<file path="config.mk">
export PLATFORM = sky130hd
export DESIGN_NAME = lod_overdrive
export DESIGN_NICKNAME = d
export VERILOG_FILES = /design/src/include/lod_pkg.sv /design/src/rtl/lod_ctrl_reg.sv /design/src/rtl/lod_overdrive.sv
export VERILOG_INCLUDE_DIRS = /design/src /design/src/include
export SDC_FILE = /design/constraint.sdc
export NUM_CORES = 1
export LEC_CHECK = 0
export BUFFER_PORTS_ARGS = -buffer_cell sky130_fd_sc_hd__buf_2
export CAP_MARGIN = 20
export CELL_PAD_IN_SITES_DETAIL_PLACEMENT = 1
export CELL_PAD_IN_SITES_GLOBAL_PLACEMENT = 1
export CORE_ASPECT_RATIO = 1.25
export CORE_UTILIZATION = 35
export DETAILED_ROUTE_END_ITERATION = 16
export PLACE_DENSITY = 0.75
export SYNTH_ARGS = -nofsm -noshare
export SYNTH_HDL_FRONTEND = slang
export SYNTH_SLANG_ARGS = --single-unit
</file>
<file path="constraint.sdc">
create_clock -name clk -period 6.55 [get_ports clk]
set_input_delay 0.3275 -clock clk [delete_from_list [all_inputs] [get_ports clk]]
set_output_delay 0.3275 -clock clk [all_outputs]
set_load 0.01 [all_outputs]
</file>
<file path="src/include/lod_params.svh">
// lamp overdrive timeout controller: offsets, field positions, reset values, timing counts
// assumes inclusion by bare name from design files
`ifndef LOD_PARAMS_SVH
`define LOD_PARAMS_SVH

// ****************************************
// register map
// ****************************************
`define LOD_CTRL_ADDR      8'hF7
`define LOD_CTRL_RESET     8'h00

// ****************************************
// field positions
// ****************************************
`define LOD_LEVEL_LSB      0
`define LOD_LEVEL_MSB      2
`define LOD_ENABLE_BIT     3
`define LOD_TIMEOUT_LSB    4
`define LOD_TIMEOUT_MSB    7

// ****************************************
// timing
// ****************************************
`define LOD_TIMEOUT_SHIFT  22

`endif

</file>
<file path="src/include/lod_pkg.sv">
// lamp overdrive timeout controller: shared types
// assumes lod_params.svh sits on the include path
package lod_pkg;

    // control register contents, fields in bit order msb first
    typedef struct packed {
        logic [3:0] timeout;
        logic       enable;
        logic [2:0] level;
    } lod_ctrl_type;

    // register port request
    typedef struct packed {
        logic       wr;
        logic       rd;
        logic [7:0] addr;
        logic [7:0] wdata;
    } lod_req_type;

    // timeout sequencer states
    typedef enum logic [1:0] {
        LOD_IDLE,
        LOD_BOOST,
        LOD_EXPIRED
    } lod_state_type;

endpackage

</file>
<file path="src/rtl/lod_ctrl_reg.sv">
// lamp overdrive timeout controller: control register storage
// assumes nv shadow load strobe and register port on the same clock
`timescale 1ns/1ps
`default_nettype none
`include "lod_params.svh"

module lod_ctrl_reg
    import lod_pkg::*;
(
    input  wire logic         clk,
    input  wire logic         rst,
    input  wire logic         nv_load,   // shadow load from nonvolatile copy
    input  wire logic [7:0]   nv_data,   // stored copy
    input  wire logic         wr_en,     // write strobe already decoded
    input  wire logic [7:0]   wr_data,   // write data
    output lod_ctrl_type      ctrl       // registered contents
);

    // ****************************************
    // storage
    // ****************************************
    lod_ctrl_type ctrl_q;                // held value
    lod_ctrl_type ctrl_d;                // next value

    // next value: nv load wins over a write
    always_comb begin
        ctrl_d = ctrl_q;
        if (nv_load) begin
            ctrl_d = lod_ctrl_type'(nv_data);
        end else if (wr_en) begin
            ctrl_d = lod_ctrl_type'(wr_data);
        end
    end

    // register, factory value at reset
    always_ff @(posedge clk) begin
        if (rst) begin
            ctrl_q <= lod_ctrl_type'(`LOD_CTRL_RESET);
        end else begin
            ctrl_q <= ctrl_d;
        end
    end

    assign ctrl = ctrl_q;

endmodule
`default_nettype wire

</file>
<file path="src/rtl/lod_overdrive.sv">
// lamp overdrive timeout controller: top level
// assumes clk is the lamp oscillator clock, one cycle per lamp cycle;
// the request pin is asynchronous and is synchronised here
// nv_load and the register port are already on the lamp clock
//
// Summary of operation
// - control register at F7h, loaded from nv
// - level code N boosts by (N+1)*12.5%
// - enable bit OR pin turns overdrive on
// - timeout N*2^22 lamp cycles; zero disables
// - all control bits reset to zero
`timescale 1ns/1ps
`default_nettype none
`include "lod_params.svh"

module lod_overdrive
    import lod_pkg::*;
#(
    parameter int TIMEOUT_SHIFT = `LOD_TIMEOUT_SHIFT   // lamp cycles per timeout unit, log2
)(
    input  wire logic         clk,
    input  wire logic         rst,
    input  wire lod_req_type  req,              // register port request
    input  wire logic         nv_load,          // shadow load strobe
    input  wire logic [7:0]   nv_data,          // stored copy
    input  wire logic         boost_request_pin, // external overdrive request
    output logic [7:0]        rdata,            // read data, registered
    output logic              overdrive_on,     // overdrive applied
    output logic [3:0]        boost_eighths,    // extra current in eighths of nominal
    output logic              timed_out         // timeout expired, running nominal
);

    // ****************************************
    // register access
    // ****************************************
    lod_ctrl_type ctrl;                         // control contents
    logic         wr_hit;                       // write to control address

    // true when a port address selects the control register; shared by reads and writes
    function automatic logic ctrl_addressed(input logic [7:0] addr);
        return (addr == `LOD_CTRL_ADDR);
    endfunction

    // address decode for writes; writes elsewhere are dropped
    assign wr_hit = req.wr && ctrl_addressed(req.addr);

    // control storage; a shadow reload beats a port write on the same edge
    lod_ctrl_reg u_ctrl (
        .clk     (clk),
        .rst     (rst),
        .nv_load (nv_load),
        .nv_data (nv_data),
        .wr_en   (wr_hit),
        .wr_data (req.wdata),
        .ctrl    (ctrl)
    );

    logic [7:0] rdata_q;                        // read data held
    logic [7:0] rdata_d;                        // read data next

    // read mux: unmapped addresses read zero
    always_comb begin
        rdata_d = rdata_q;                      // no read: keep the last byte
        if (req.rd) begin
            if (ctrl_addressed(req.addr)) begin
                // contents before any write taken on this same edge
                rdata_d = ctrl;
            end else begin
                // nothing else is mapped
                rdata_d = 8'h00;
            end
        end
    end

    // read data register, so the port sees a settled byte
    always_ff @(posedge clk) begin
        if (rst) begin
            rdata_q <= 8'h00;
        end else begin
            rdata_q <= rdata_d;
        end
    end

    // ****************************************
    // pin synchroniser
    // ****************************************
    // the pin comes from outside the lamp clock domain; two flops keep a
    // metastable first stage away from the sequencer, at two cycles of lag
    logic pin_meta_q;                           // first stage, read only by second
    logic pin_sync_q;                           // second stage

    // two-stage capture, cleared in reset
    always_ff @(posedge clk) begin
        if (rst) begin
            pin_meta_q <= 1'b0;
            pin_sync_q <= 1'b0;
        end else begin
            pin_meta_q <= boost_request_pin;
            pin_sync_q <= pin_meta_q;
        end
    end

    // ****************************************
    // timeout sequencer
    // ****************************************
    // one wide counter of lamp cycles; four extra bits hold the largest timeout field
    localparam int CW = TIMEOUT_SHIFT + 4;      // counter width

    logic          request;                     // combined request
    logic [CW-1:0] limit;                       // cycles to expiry
    logic          timeout_armed;               // nonzero timeout field
    logic [CW-1:0] cnt_next;                    // count one cycle on
    logic          expire_now;                  // this edge reaches the limit
    lod_state_type state_q;                     // sequencer state
    lod_state_type state_d;                     // next state
    logic [CW-1:0] cnt_q;                       // lamp cycles in overdrive
    logic [CW-1:0] cnt_d;                       // next count

    // either source alone is enough to ask for overdrive
    assign request = ctrl.enable | pin_sync_q;
    // field value times the unit, as a shift of the four-bit field
    assign limit   = CW'({ctrl.timeout, {TIMEOUT_SHIFT{1'b0}}});
    // a zero field leaves overdrive on for as long as it is asked for
    assign timeout_armed = (ctrl.timeout != 4'h0);
    assign cnt_next      = cnt_q + CW'(1);
    // a new, smaller field takes effect at once against the running count
    assign expire_now    = timeout_armed && (cnt_next >= limit);

    // next state and count
    always_comb begin
        state_d = state_q;
        cnt_d   = cnt_q;
        case (state_q)
            // waiting for a request; counter starts fresh
            LOD_IDLE: begin
                cnt_d = '0;
                if (request) begin
                    // overdrive starts on the next edge
                    state_d = LOD_BOOST;
                end
            end
            // overdrive applied, counting lamp cycles
            LOD_BOOST: begin
                if (!request) begin
                    // request withdrawn: nominal, timer re-arms
                    state_d = LOD_IDLE;
                end else if (expire_now) begin
                    // limit reached: back to nominal current
                    state_d = LOD_EXPIRED;
                end else if (timeout_armed) begin
                    // still inside the timeout window
                    cnt_d = cnt_next;
                end
            end
            // expired: nominal until request drops
            LOD_EXPIRED: begin
                if (!request) begin
                    // only a dropped request re-arms the timer
                    state_d = LOD_IDLE;
                end
            end
            // unused encoding: recover to idle
            default: begin
                state_d = LOD_IDLE;
            end
        endcase
    end

    // state and count registers
    always_ff @(posedge clk) begin
        if (rst) begin
            state_q <= LOD_IDLE;
            cnt_q   <= '0;
        end else begin
            state_q <= state_d;
            cnt_q   <= cnt_d;
        end
    end

    // ****************************************
    // outputs
    // ****************************************
    logic       on_q;                           // overdrive applied
    logic       on_d;
    logic [3:0] eighths_q;                      // boost amount
    logic [3:0] eighths_d;
    logic       to_q;                           // expired flag
    logic       to_d;

    // registered outputs follow the next state, so they move on the same edge as the state
    always_comb begin
        on_d = (state_d == LOD_BOOST);
        to_d = (state_d == LOD_EXPIRED);
        if (on_d) begin
            // code N adds N+1 eighths of nominal on top of nominal
            eighths_d = {1'b0, ctrl.level} + 4'h1;
        end else begin
            // nominal current: no boost at all
            eighths_d = 4'h0;
        end
    end

    // output registers, cleared in reset
    always_ff @(posedge clk) begin
        if (rst) begin
            on_q      <= 1'b0;
            eighths_q <= 4'h0;
            to_q      <= 1'b0;
        end else begin
            on_q      <= on_d;
            eighths_q <= eighths_d;
            to_q      <= to_d;
        end
    end

    // every output leaves straight from its flip-flop
    assign rdata         = rdata_q;
    assign overdrive_on  = on_q;
    assign boost_eighths = eighths_q;
    assign timed_out     = to_q;

endmodule
`default_nettype wire

</file>
==> results.yml, run 1 <==
run_status:
  outcome: "completed"
synth:
  synth_top_area_share_pct: 34.2
  synth_top_family_by_area: "simple AND/OR/NAND/NOR gates"
  synthArstFlopShare_pct: 0
  yosys.area_share.simple_pct: 30.0
  synth_fa_ha_area_share_pct: 2.88
  synth_edf_count: 0
  syn_avg_cell_area_um2: 8.31
  synth_fp_nets: 403
  ys_types: 60
  postSynthCellCount: 366
  post_synth_xor_area_fraction_pct: 2.88
  synth.most_common_cell: "dfxtp_1"
  yosys-top-cells-area: "dfxtp_1 34%, nand2_1 4.8%, mux2i_1 4.6%"
  synthTopCellsByCount: "52 x dfxtp_1, 39 x nand2_1, 29 x nor2_1, 21 x nand3_1, 19 x a21oi_1"
  ys_seq_elements: 52
  ys_seq_area_share_pct: 34.2
  netlist.top_cell.by_area: "dfxtp_1"
  yosys_warnings: 0
  synth_mux_area_share_pct: 5.72
  synth_compound_area_share_pct: 19.2
  ys.flop_type: "dfxtp_1"
  syn-cell-area_um2: 3040
clock_tree:
  cts_root_buffer: "clkbuf_8"
  clockBufferDepth: 2
  cts_made_buffers: 5
  cts_tree: "built"
  clk_latency_ns: 0.32
  path_clk_slew_ns: 0.10
  cts_resized: 0
  cts.hold.buffers_added: 0
  cts_setup_buffers: 0
  clock-sinks: 52
  cts_max_level: 2
sta:
  finClkSkew_ns: 0.00916
  slew_headroom_pct: 36.5
  setup_viol: 0
  report.final.slew_viol_count: 0
  rsz0062_at_grt: "no"
  final_hold_viol_count: 0
  max_freq_mhz: 223
  worst_pin_slew_ns: 0.949
  fin_crit_ns: 4.48
  period_share_pct: 68.4
  setup_tns_ns: 0
final_layout:
  drive_gt1_share_pct: 16.4
  fin_area_um2: 3390
  finalNetCount: 432
  fillers: 1047
  n_antenna_cell: 0
  fin_util_pct: 40.7
  area_delta_synth_final_pct: 11.4
floorplanning:
  core_area_um2: 8330
  pin_count: 44
  start_util_pct: 36.5
  fp.dieH_um: 106
  fp-row-count: 37
  dieWidth_um: 85.4
  dieArea_um2: 9070
worst_setup_path:
  required_ns: 6.76
  ff2ff_setup_slack_ns: 2.07
  crit_arrival_ns: 4.69
  cp-start-kind: "register"
  cp_max_fo: 17
  critPathCaptureType: "register"
  path_class: "reg -> reg"
routing:
  drt_wl_total_um: 8590
  first_pass_iters: 4
  postRouteAntennaNets: 0
  via_per_inst: 5.80
  wire_per_inst_um: 17.4
  drtIter0Drc: 81
  dr_total_vias: 2858
  drc: 0
run:
  drv_cap: 0
global_routing:
  grt_first_pass_wirelength_um: 14300
  grt_max_degree: 31
  grt_pass1_vias: 2942
  track_usage_pct: 19.8
  antenna_found_initial: 0
  grt-ovfl-total: 0
min_path:
  hold_class: "in -> reg"
power_and_ir_drop:
  p_per_area_nw_per_um2: 185
  fin_total_pwr_w: 0.000626
  leakage_nw: 1.28
  peakVddDrop_uv: 98.9
placement:
  io_buffers: 43
  gp_congestion: 0.923
  dp_hpwl_um: 6310
  dpl_cell_area_um2: 3260
report_power, final:
part | leakage (nW) | total (W) | switching [W] | internal, W
combinational | 0.794 | 0.0000562 | 0.0000329 | 0.0000233
sequential | 0.421 | 0.000328 | 0.00000660 | 0.000321
clock | 0.0614 | 0.000242 | 0.000117 | 0.000125
layout by cell type, fill, tap and decap left out, types with 5 or more instances in the layout:
master,n
buf_2,43
or4_1,7
a211oi_1,10
a21oi_1,19
ha_1,7
and3_1,7
and2_1,8
nand3_1,21
nand2_1,39
xor2_1,6
nor2_1,29
nor3_1,13
o211ai_1,5
nor2b_1,8
inv_1,9
clkbuf_8,6
mux2i_1,14
nand2b_1,9
nand4_1,13
dfxtp_1,52
a31oi_1,7
path summary, 6_finish.rpt:
| check | start | endpoint | cells after the start |
|---|---|---|---|
| worst max-delay path | cnt_q[5] | cnt_q[6] | 15 |
| worst min register to register | pin_meta_q | pin_sync_q | 1 |
| worst max register to register | cnt_q[5] | cnt_q[6] | 15 |
| worst min-delay path | boost_request_pin | pin_meta_q | 2 |
metrics by stage:
step           setup WS (ns)  hold WS, ns  cells
2_1_floorplan           2.82        0.414    366
3_3_place_gp            2.23        0.420    484
3_5_place_dp            2.11        0.437    484
4_1_cts                 2.07        0.208    492
5_1_grt                 1.69        0.223    493
6_report                2.07        0.211    493
state kept, by name (all words and copies together) (netlist names):
register       cells
pin_sync_q         1
u_ctrl.ctrl        8
overdrive_on       1
cnt_q             26
timed_out          1
state_q            2
rdata              8
pin_meta_q         1
boost_eighths      4
cell families after synthesis:
kind of cell    after synthesis
compound gates               76
mux                          17
xor+xnor                     10
flops                        52
buf+inv                      32
simple gates                172
fa+ha+maj                     7
worst max-delay path, stage by stage (launching register included):
cell and delay [ns]:
dfxtp_1 0.54, and4_1 0.35, nand4_1 0.21, nor2_1 0.29
nand4_1 0.23, nor2_1 0.17, xor2_1 0.23, ha_1 0.28
nor2b_1 0.13, o21ai_0 0.14, nand2b_1 0.08, a21o_1 0.18
or3b_2 0.49, a21o_4 0.29, o211a_1 0.34, a221o_1 0.41
cell type report:
class                      instances  area (um^2)  area share (%)
sequential                        52         1040            30.7
timing repair buffer              44          223            6.57
multi-input combinational        282         1850            54.4
clock inverter                     2         38.8            1.14
tap                               97          121            3.58
clock buffer                       6         82.6            2.44
inverter                          10         37.5            1.11
per-layer routing:
| metal | global-route usage, % | share of wire (%) | up-vias | wire (um) |
|---|---|---|---|---|
| li1 | - | - | 1398 | - |
| met1 | 22.2 | 41 | 1369 | 3540 |
| met2 | 37.2 | 53 | 79 | 4590 |
| met3 | 3.11 | 3.4 | 12 | 295 |
| met4 | 7.38 | 1.9 | 0 | 161 |
| met5 | 0 | 0 | - | 0 |
Note: power is estimated with default switching activity, not from simulation.
==> run 2: changes to the inputs <==
Clock period 6.55 ns to 4.6 ns, I/O delays scaled along.
==> results.yml, run 2 (synthesized netlist as in run 1, its figures left out) <==
worst_setup_path:
  crit_arrival_ns: 4.52
  critPathSlowestCell: "a2111oi_4"
  cp-start-kind: "register"
  path_cells: "ha_1 > nand4_1 > nor4_4 > and3_1 > nand3_1 > xnor2_1 > ha_1 > and3_1 > o2111ai_1 > a211o_1 > a2111oi_4 > a21o_4 > nor2_1 > a221o_1"
  crit_path_max_incr_delay_ns: 0.50
  cp_max_fo: 17
  critPathCaptureType: "register"
  required_ns: 4.82
  path_class: "reg -> reg"
final_layout:
  n_antenna_cell: 0
  layout_commonest_cell: "dfxtp_1"
  final_cell_mix: "49 x dfxtp_1, 43 x buf_2, 39 x nand2_1"
  fin_util_pct: 41.3
  area_delta_synth_final_pct: 13.1
  regMostFlops: "cnt_q"
  multi_input_area_um2: 1850
  fillers: 1025
  drive_gt1_share_pct: 18.3
  finalNetCount: 436
  regArea_um2: 1040
  largest_register_ffs: 26
  fin_area_um2: 3440
  fin_cells: 497
routing:
  wire_per_inst_um: 17.4
  drtIter0Drc: 131
  first_pass_iters: 4
  via_per_inst: 5.79
  drc: 0
  dr_total_vias: 2878
  drt_wl_total_um: 8620
  postRouteAntennaNets: 0
power_and_ir_drop:
  peakVddDrop_uv: 197
  p_per_area_nw_per_um2: 274
  leakage_nw: 1.31
sta:
  finClkSkew_ns: 0.0107
  slew_headroom_pct: 33.8
  setup_tns_ns: 0
  worst_pin_slew_ns: 0.994
  final_hold_viol_count: 0
  hold_slack_ns: 0.115
  period_share_pct: 93.4
  fin_crit_ns: 4.30
  rsz0062_at_grt: "no"
  max_freq_mhz: 233
  setup_viol: 0
  report.final.slew_viol_count: 0
floorplanning:
  start_util_pct: 36.5
  dieArea_um2: 9070
  fp-row-count: 37
  pin_count: 44
  dieWidth_um: 85.4
  core_area_um2: 8330
  fp.dieH_um: 106
global_routing:
  antenna_found_initial: 0
  grt_max_degree: 31
  grt_pass1_vias: 2931
  grt-ovfl-total: 0
  track_usage_pct: 20.1
  grt_first_pass_wirelength_um: 14400
run:
  drv_cap: 0
clock_tree:
  cts_made_buffers: 5
  cts_max_level: 2
  clockBufferDepth: 2
  clk_latency_ns: 0.33
  clock-sinks: 52
  cts_root_buffer: "clkbuf_8"
  cts_tree: "built"
  cts_setup_buffers: 0
  path_clk_slew_ns: 0.11
placement:
  dp_hpwl_um: 6430
  dpl_cell_area_um2: 3300
  io_buffers: 43
  dp.cells: 489
  gp_congestion: 0.866
run_status:
  outcome: "completed"
min_path:
  hold_class: "in -> reg"
-- run 2: cell types whose count changed in the layout (fill, tap and decap cells not counted) --
cell / before / now
buf_4: 1 / 5
bufinv_16: 1 / 2
clkbuf_8: 6 / 5
clkinv_4: 1 / 0
dfxtp_1: 52 / 49
dfxtp_2: 0 / 3
inv_6: 0 / 1
nor2_1: 29 / 28
nor2_2: 0 / 1
-- run 2: path summary, 6_finish.rpt --
check / slack (ns) / start / to / cells after the start
max: 0.30 / cnt_q[0] / cnt_q[19] / 14
min reg2reg: 0.46 / pin_meta_q / pin_sync_q / 1
max reg2reg: 0.30 / cnt_q[0] / cnt_q[19] / 14
min: 0.11 / boost_request_pin / pin_meta_q / 2
-- run 2: final cells by class --
class / instances / share of cell area (%)
clock buffers: 5 / 2.00
flip-flops and latches: 52 / 30.4
multi-input cells: 282 / 53.7
well taps: 97 / 3.53
repair buffers: 48 / 7.34
clock inverters: 3 / 2.00
inverters: 10 / 1.09
-- run 2: what timing repair did --
action / 4_1_cts / 5_1_grt
resized for setup: 0 / 4
endpoints found under the setup margin: 0 / 8
hold buffers: 0 / 0
-- run 2: per-layer routing --
metal  up-vias  GRT usage [%]  part of all wire [%]
met5         -              0                     0
li1       1406              -                     -
met1      1392           22.7                    42
met3        14           3.42                   3.7
met4         0           6.90                   2.0
met2        66           37.4                    53
-- run 2: worst max-delay path: cells and delay by family, from the launching register on --
kind                     cells  cell delay (ns)
AO/OA/AOI/OAI                5             1.67
XOR/XNOR                     1             0.19
adder cells (fa/ha/maj)      2             0.64
flip-flops                   1             0.46
AND/OR/NAND/NOR              6             1.22
-- run 2: power breakdown --
part           switching, W  internal (W)  leakage [nW]
sequential       0.00000960      0.000458         0.423
clock              0.000175      0.000219        0.0687
combinational     0.0000471     0.0000338         0.816
-- run 2: metrics by stage --
step | total power [W] | setup WS [ns]
2_1_floorplan | 0.000527 | 0.866
3_3_place_gp | 0.000557 | 0.383
3_5_place_dp | 0.000560 | 0.249
4_1_cts | 0.000952 | 0.205
5_1_grt | 0.000975 | 0.00337
6_report | 0.000942 | 0.301
==> run 3: changes to the inputs <==
Settings changed: CAP_MARGIN 20 to not set, SLEW_MARGIN set to 20.
Clock period 4.6 ns to 4.5 ns, I/O delays scaled along.
==> results.yml, run 3 (synthesized netlist as in run 1, its figures left out) <==
global_routing:
  grt_most_used_layer: "met2"
  met2_usage_pct: 37.3
  met1_usage_pct: 24.6
  track_usage_pct: 20.7
  grt_first_pass_wirelength_um: 14700
  grt_pass1_vias: 2917
  grt_max_degree: 31
  globalRouteMet3Util_pct: 3.26
  antenna_found_initial: 0
  grt-ovfl-total: 0
final_layout:
  largest_register_ffs: 26
  fillers: 1027
  final_cell_mix: "45 x dfxtp_1, 43 x buf_2, 39 x nand2_1"
  fin_util_pct: 41.3
  drive_gt1_share_pct: 20.3
  area_delta_synth_final_pct: 13.1
  finalNetCount: 440
  n_antenna_cell: 0
  layout_commonest_cell: "dfxtp_1"
  regMostFlops: "cnt_q"
clock_tree:
  clk_latency_ns: 0.33
  clock-sinks: 52
  path_clk_slew_ns: 0.11
  cts_root_buffer: "clkbuf_8"
  clockBufferDepth: 2
  cts_tree: "built"
  cts_made_buffers: 5
  cts_max_level: 2
placement:
  gp_congestion: 0.844
  io_buffers: 43
  dp_hpwl_um: 6650
sta:
  worst_pin_slew_ns: 0.711
  rsz0062_at_grt: "no"
  final_hold_viol_count: 0
  slew_headroom_pct: 52.5
  max_freq_mhz: 239
  setup_viol: 0
  hold_slack_ns: 0.129
  report.final.slew_viol_count: 0
  setup_tns_ns: 0
  period_share_pct: 93.1
  finClkSkew_ns: 0.0142
  fin_crit_ns: 4.19
floorplanning:
  dieArea_um2: 9070
  start_util_pct: 36.5
  pin_count: 44
  fp.dieH_um: 106
  dieWidth_um: 85.4
  core_area_um2: 8330
  fp-row-count: 37
routing:
  postRouteAntennaNets: 0
  first_pass_iters: 4
  drtIter0Drc: 113
  via_per_inst: 5.78
  wire_per_inst_um: 17.4
  dr_total_vias: 2896
  drc: 0
  drt_wl_total_um: 8740
worst_setup_path:
  timing.rr.end: "cnt_q[6]"
  cp_max_fo: 17
  startpoint: "cnt_q[7]"
  path_class: "reg -> reg"
  ff2ff_setup_slack_ns: 0.31
  crit_arrival_ns: 4.42
  cp-start-kind: "register"
  rr_startpoint: "cnt_q[7]"
  required_ns: 4.73
  critPathCaptureType: "register"
  crit_path_end: "cnt_q[6]"
  rr_worst_depth: 15
power_and_ir_drop:
  peakVddDrop_uv: 171
  leakage_nw: 1.31
  fin_total_pwr_w: 0.000854
  p_per_area_nw_per_um2: 248
run:
  drv_cap: 0
min_path:
  hold_class: "in -> reg"
run_status:
  outcome: "completed"
run 3: cell count changes in the layout (fill, tap and decap cells not counted), moves of 2 or more:
cell	previous run	this run
dfxtp_1	49	45
bufinv_16	2	0
dfxtp_2	3	7
buf_4	5	9
run 3: worst max-delay path: stages (launching register included):
cell	delay (ns)
dfxtp_1	0.45
and4_2	0.32
nand4_1	0.23
nor2_4	0.22
nand4_1	0.19
nor2_1	0.18
xor2_1	0.24
ha_1	0.28
nor2b_1	0.13
o21ai_0	0.14
nand2b_1	0.08
a21o_1	0.18
or3b_2	0.49
a21o_4	0.29
o211a_1	0.33
a221o_1	0.37
run 3: through the flow:
stage | instances | setup WS, ns | cell area [um^2]
after floorplan | 366 | 0.766 | 3040
after global placement | 492 | 0.314 | 3320
after detailed placement | 492 | 0.220 | 3320
after CTS | 500 | 0.169 | 3420
after global routing | 501 | 0.0104 | 3440
final | 501 | 0.309 | 3440
run 3: final cells by class:
cell class	count	area (um^2)	share of cell area (%)
multi-input combinational	282	1850	53.9
clock inverter	3	27.5	0.800
sequential	52	1050	30.5
tap	97	121	3.53
clock buffer	5	68.8	2.00
inverter	10	37.5	1.09
timing repair buffer	52	283	8.22
run 3: worst min-delay path by stage:
stage | cells after the start | startpoint | end | slack (ns)
2_1_floorplan | 1 | boost_request_pin | pin_meta_q | 0.35
3_3_place_gp | 1 | pin_meta_q | pin_sync_q | 0.42
3_5_place_dp | 1 | pin_meta_q | pin_sync_q | 0.43
4_1_cts | 2 | boost_request_pin | pin_meta_q | 0.12
5_1_grt | 2 | boost_request_pin | pin_meta_q | 0.12
6_report | 2 | boost_request_pin | pin_meta_q | 0.13
run 3: power breakdown:
part / total (W) / switching [W] / leakage (nW) / internal (W)
registers: 0.000478 / 0.00000998 / 0.425 / 0.000468
logic: 0.0000831 / 0.0000480 / 0.835 / 0.0000352
clock network: 0.000293 / 0.000178 / 0.0463 / 0.000115
run 3: per-layer routing:
layer / vias to the layer above / wire length [um]
met3: 11 / 337
met5: - / 0
li1: 1415 / -
met2: 76 / 4570
met4: 0 / 175
met1: 1394 / 3660
run 3: timing repair:
item / in CTS / in global routing
gates resized for setup: 0 / 10
setup buffers: 0 / 0
hold buffers: 0 / 0
endpoints found under the setup margin: 0 / 17
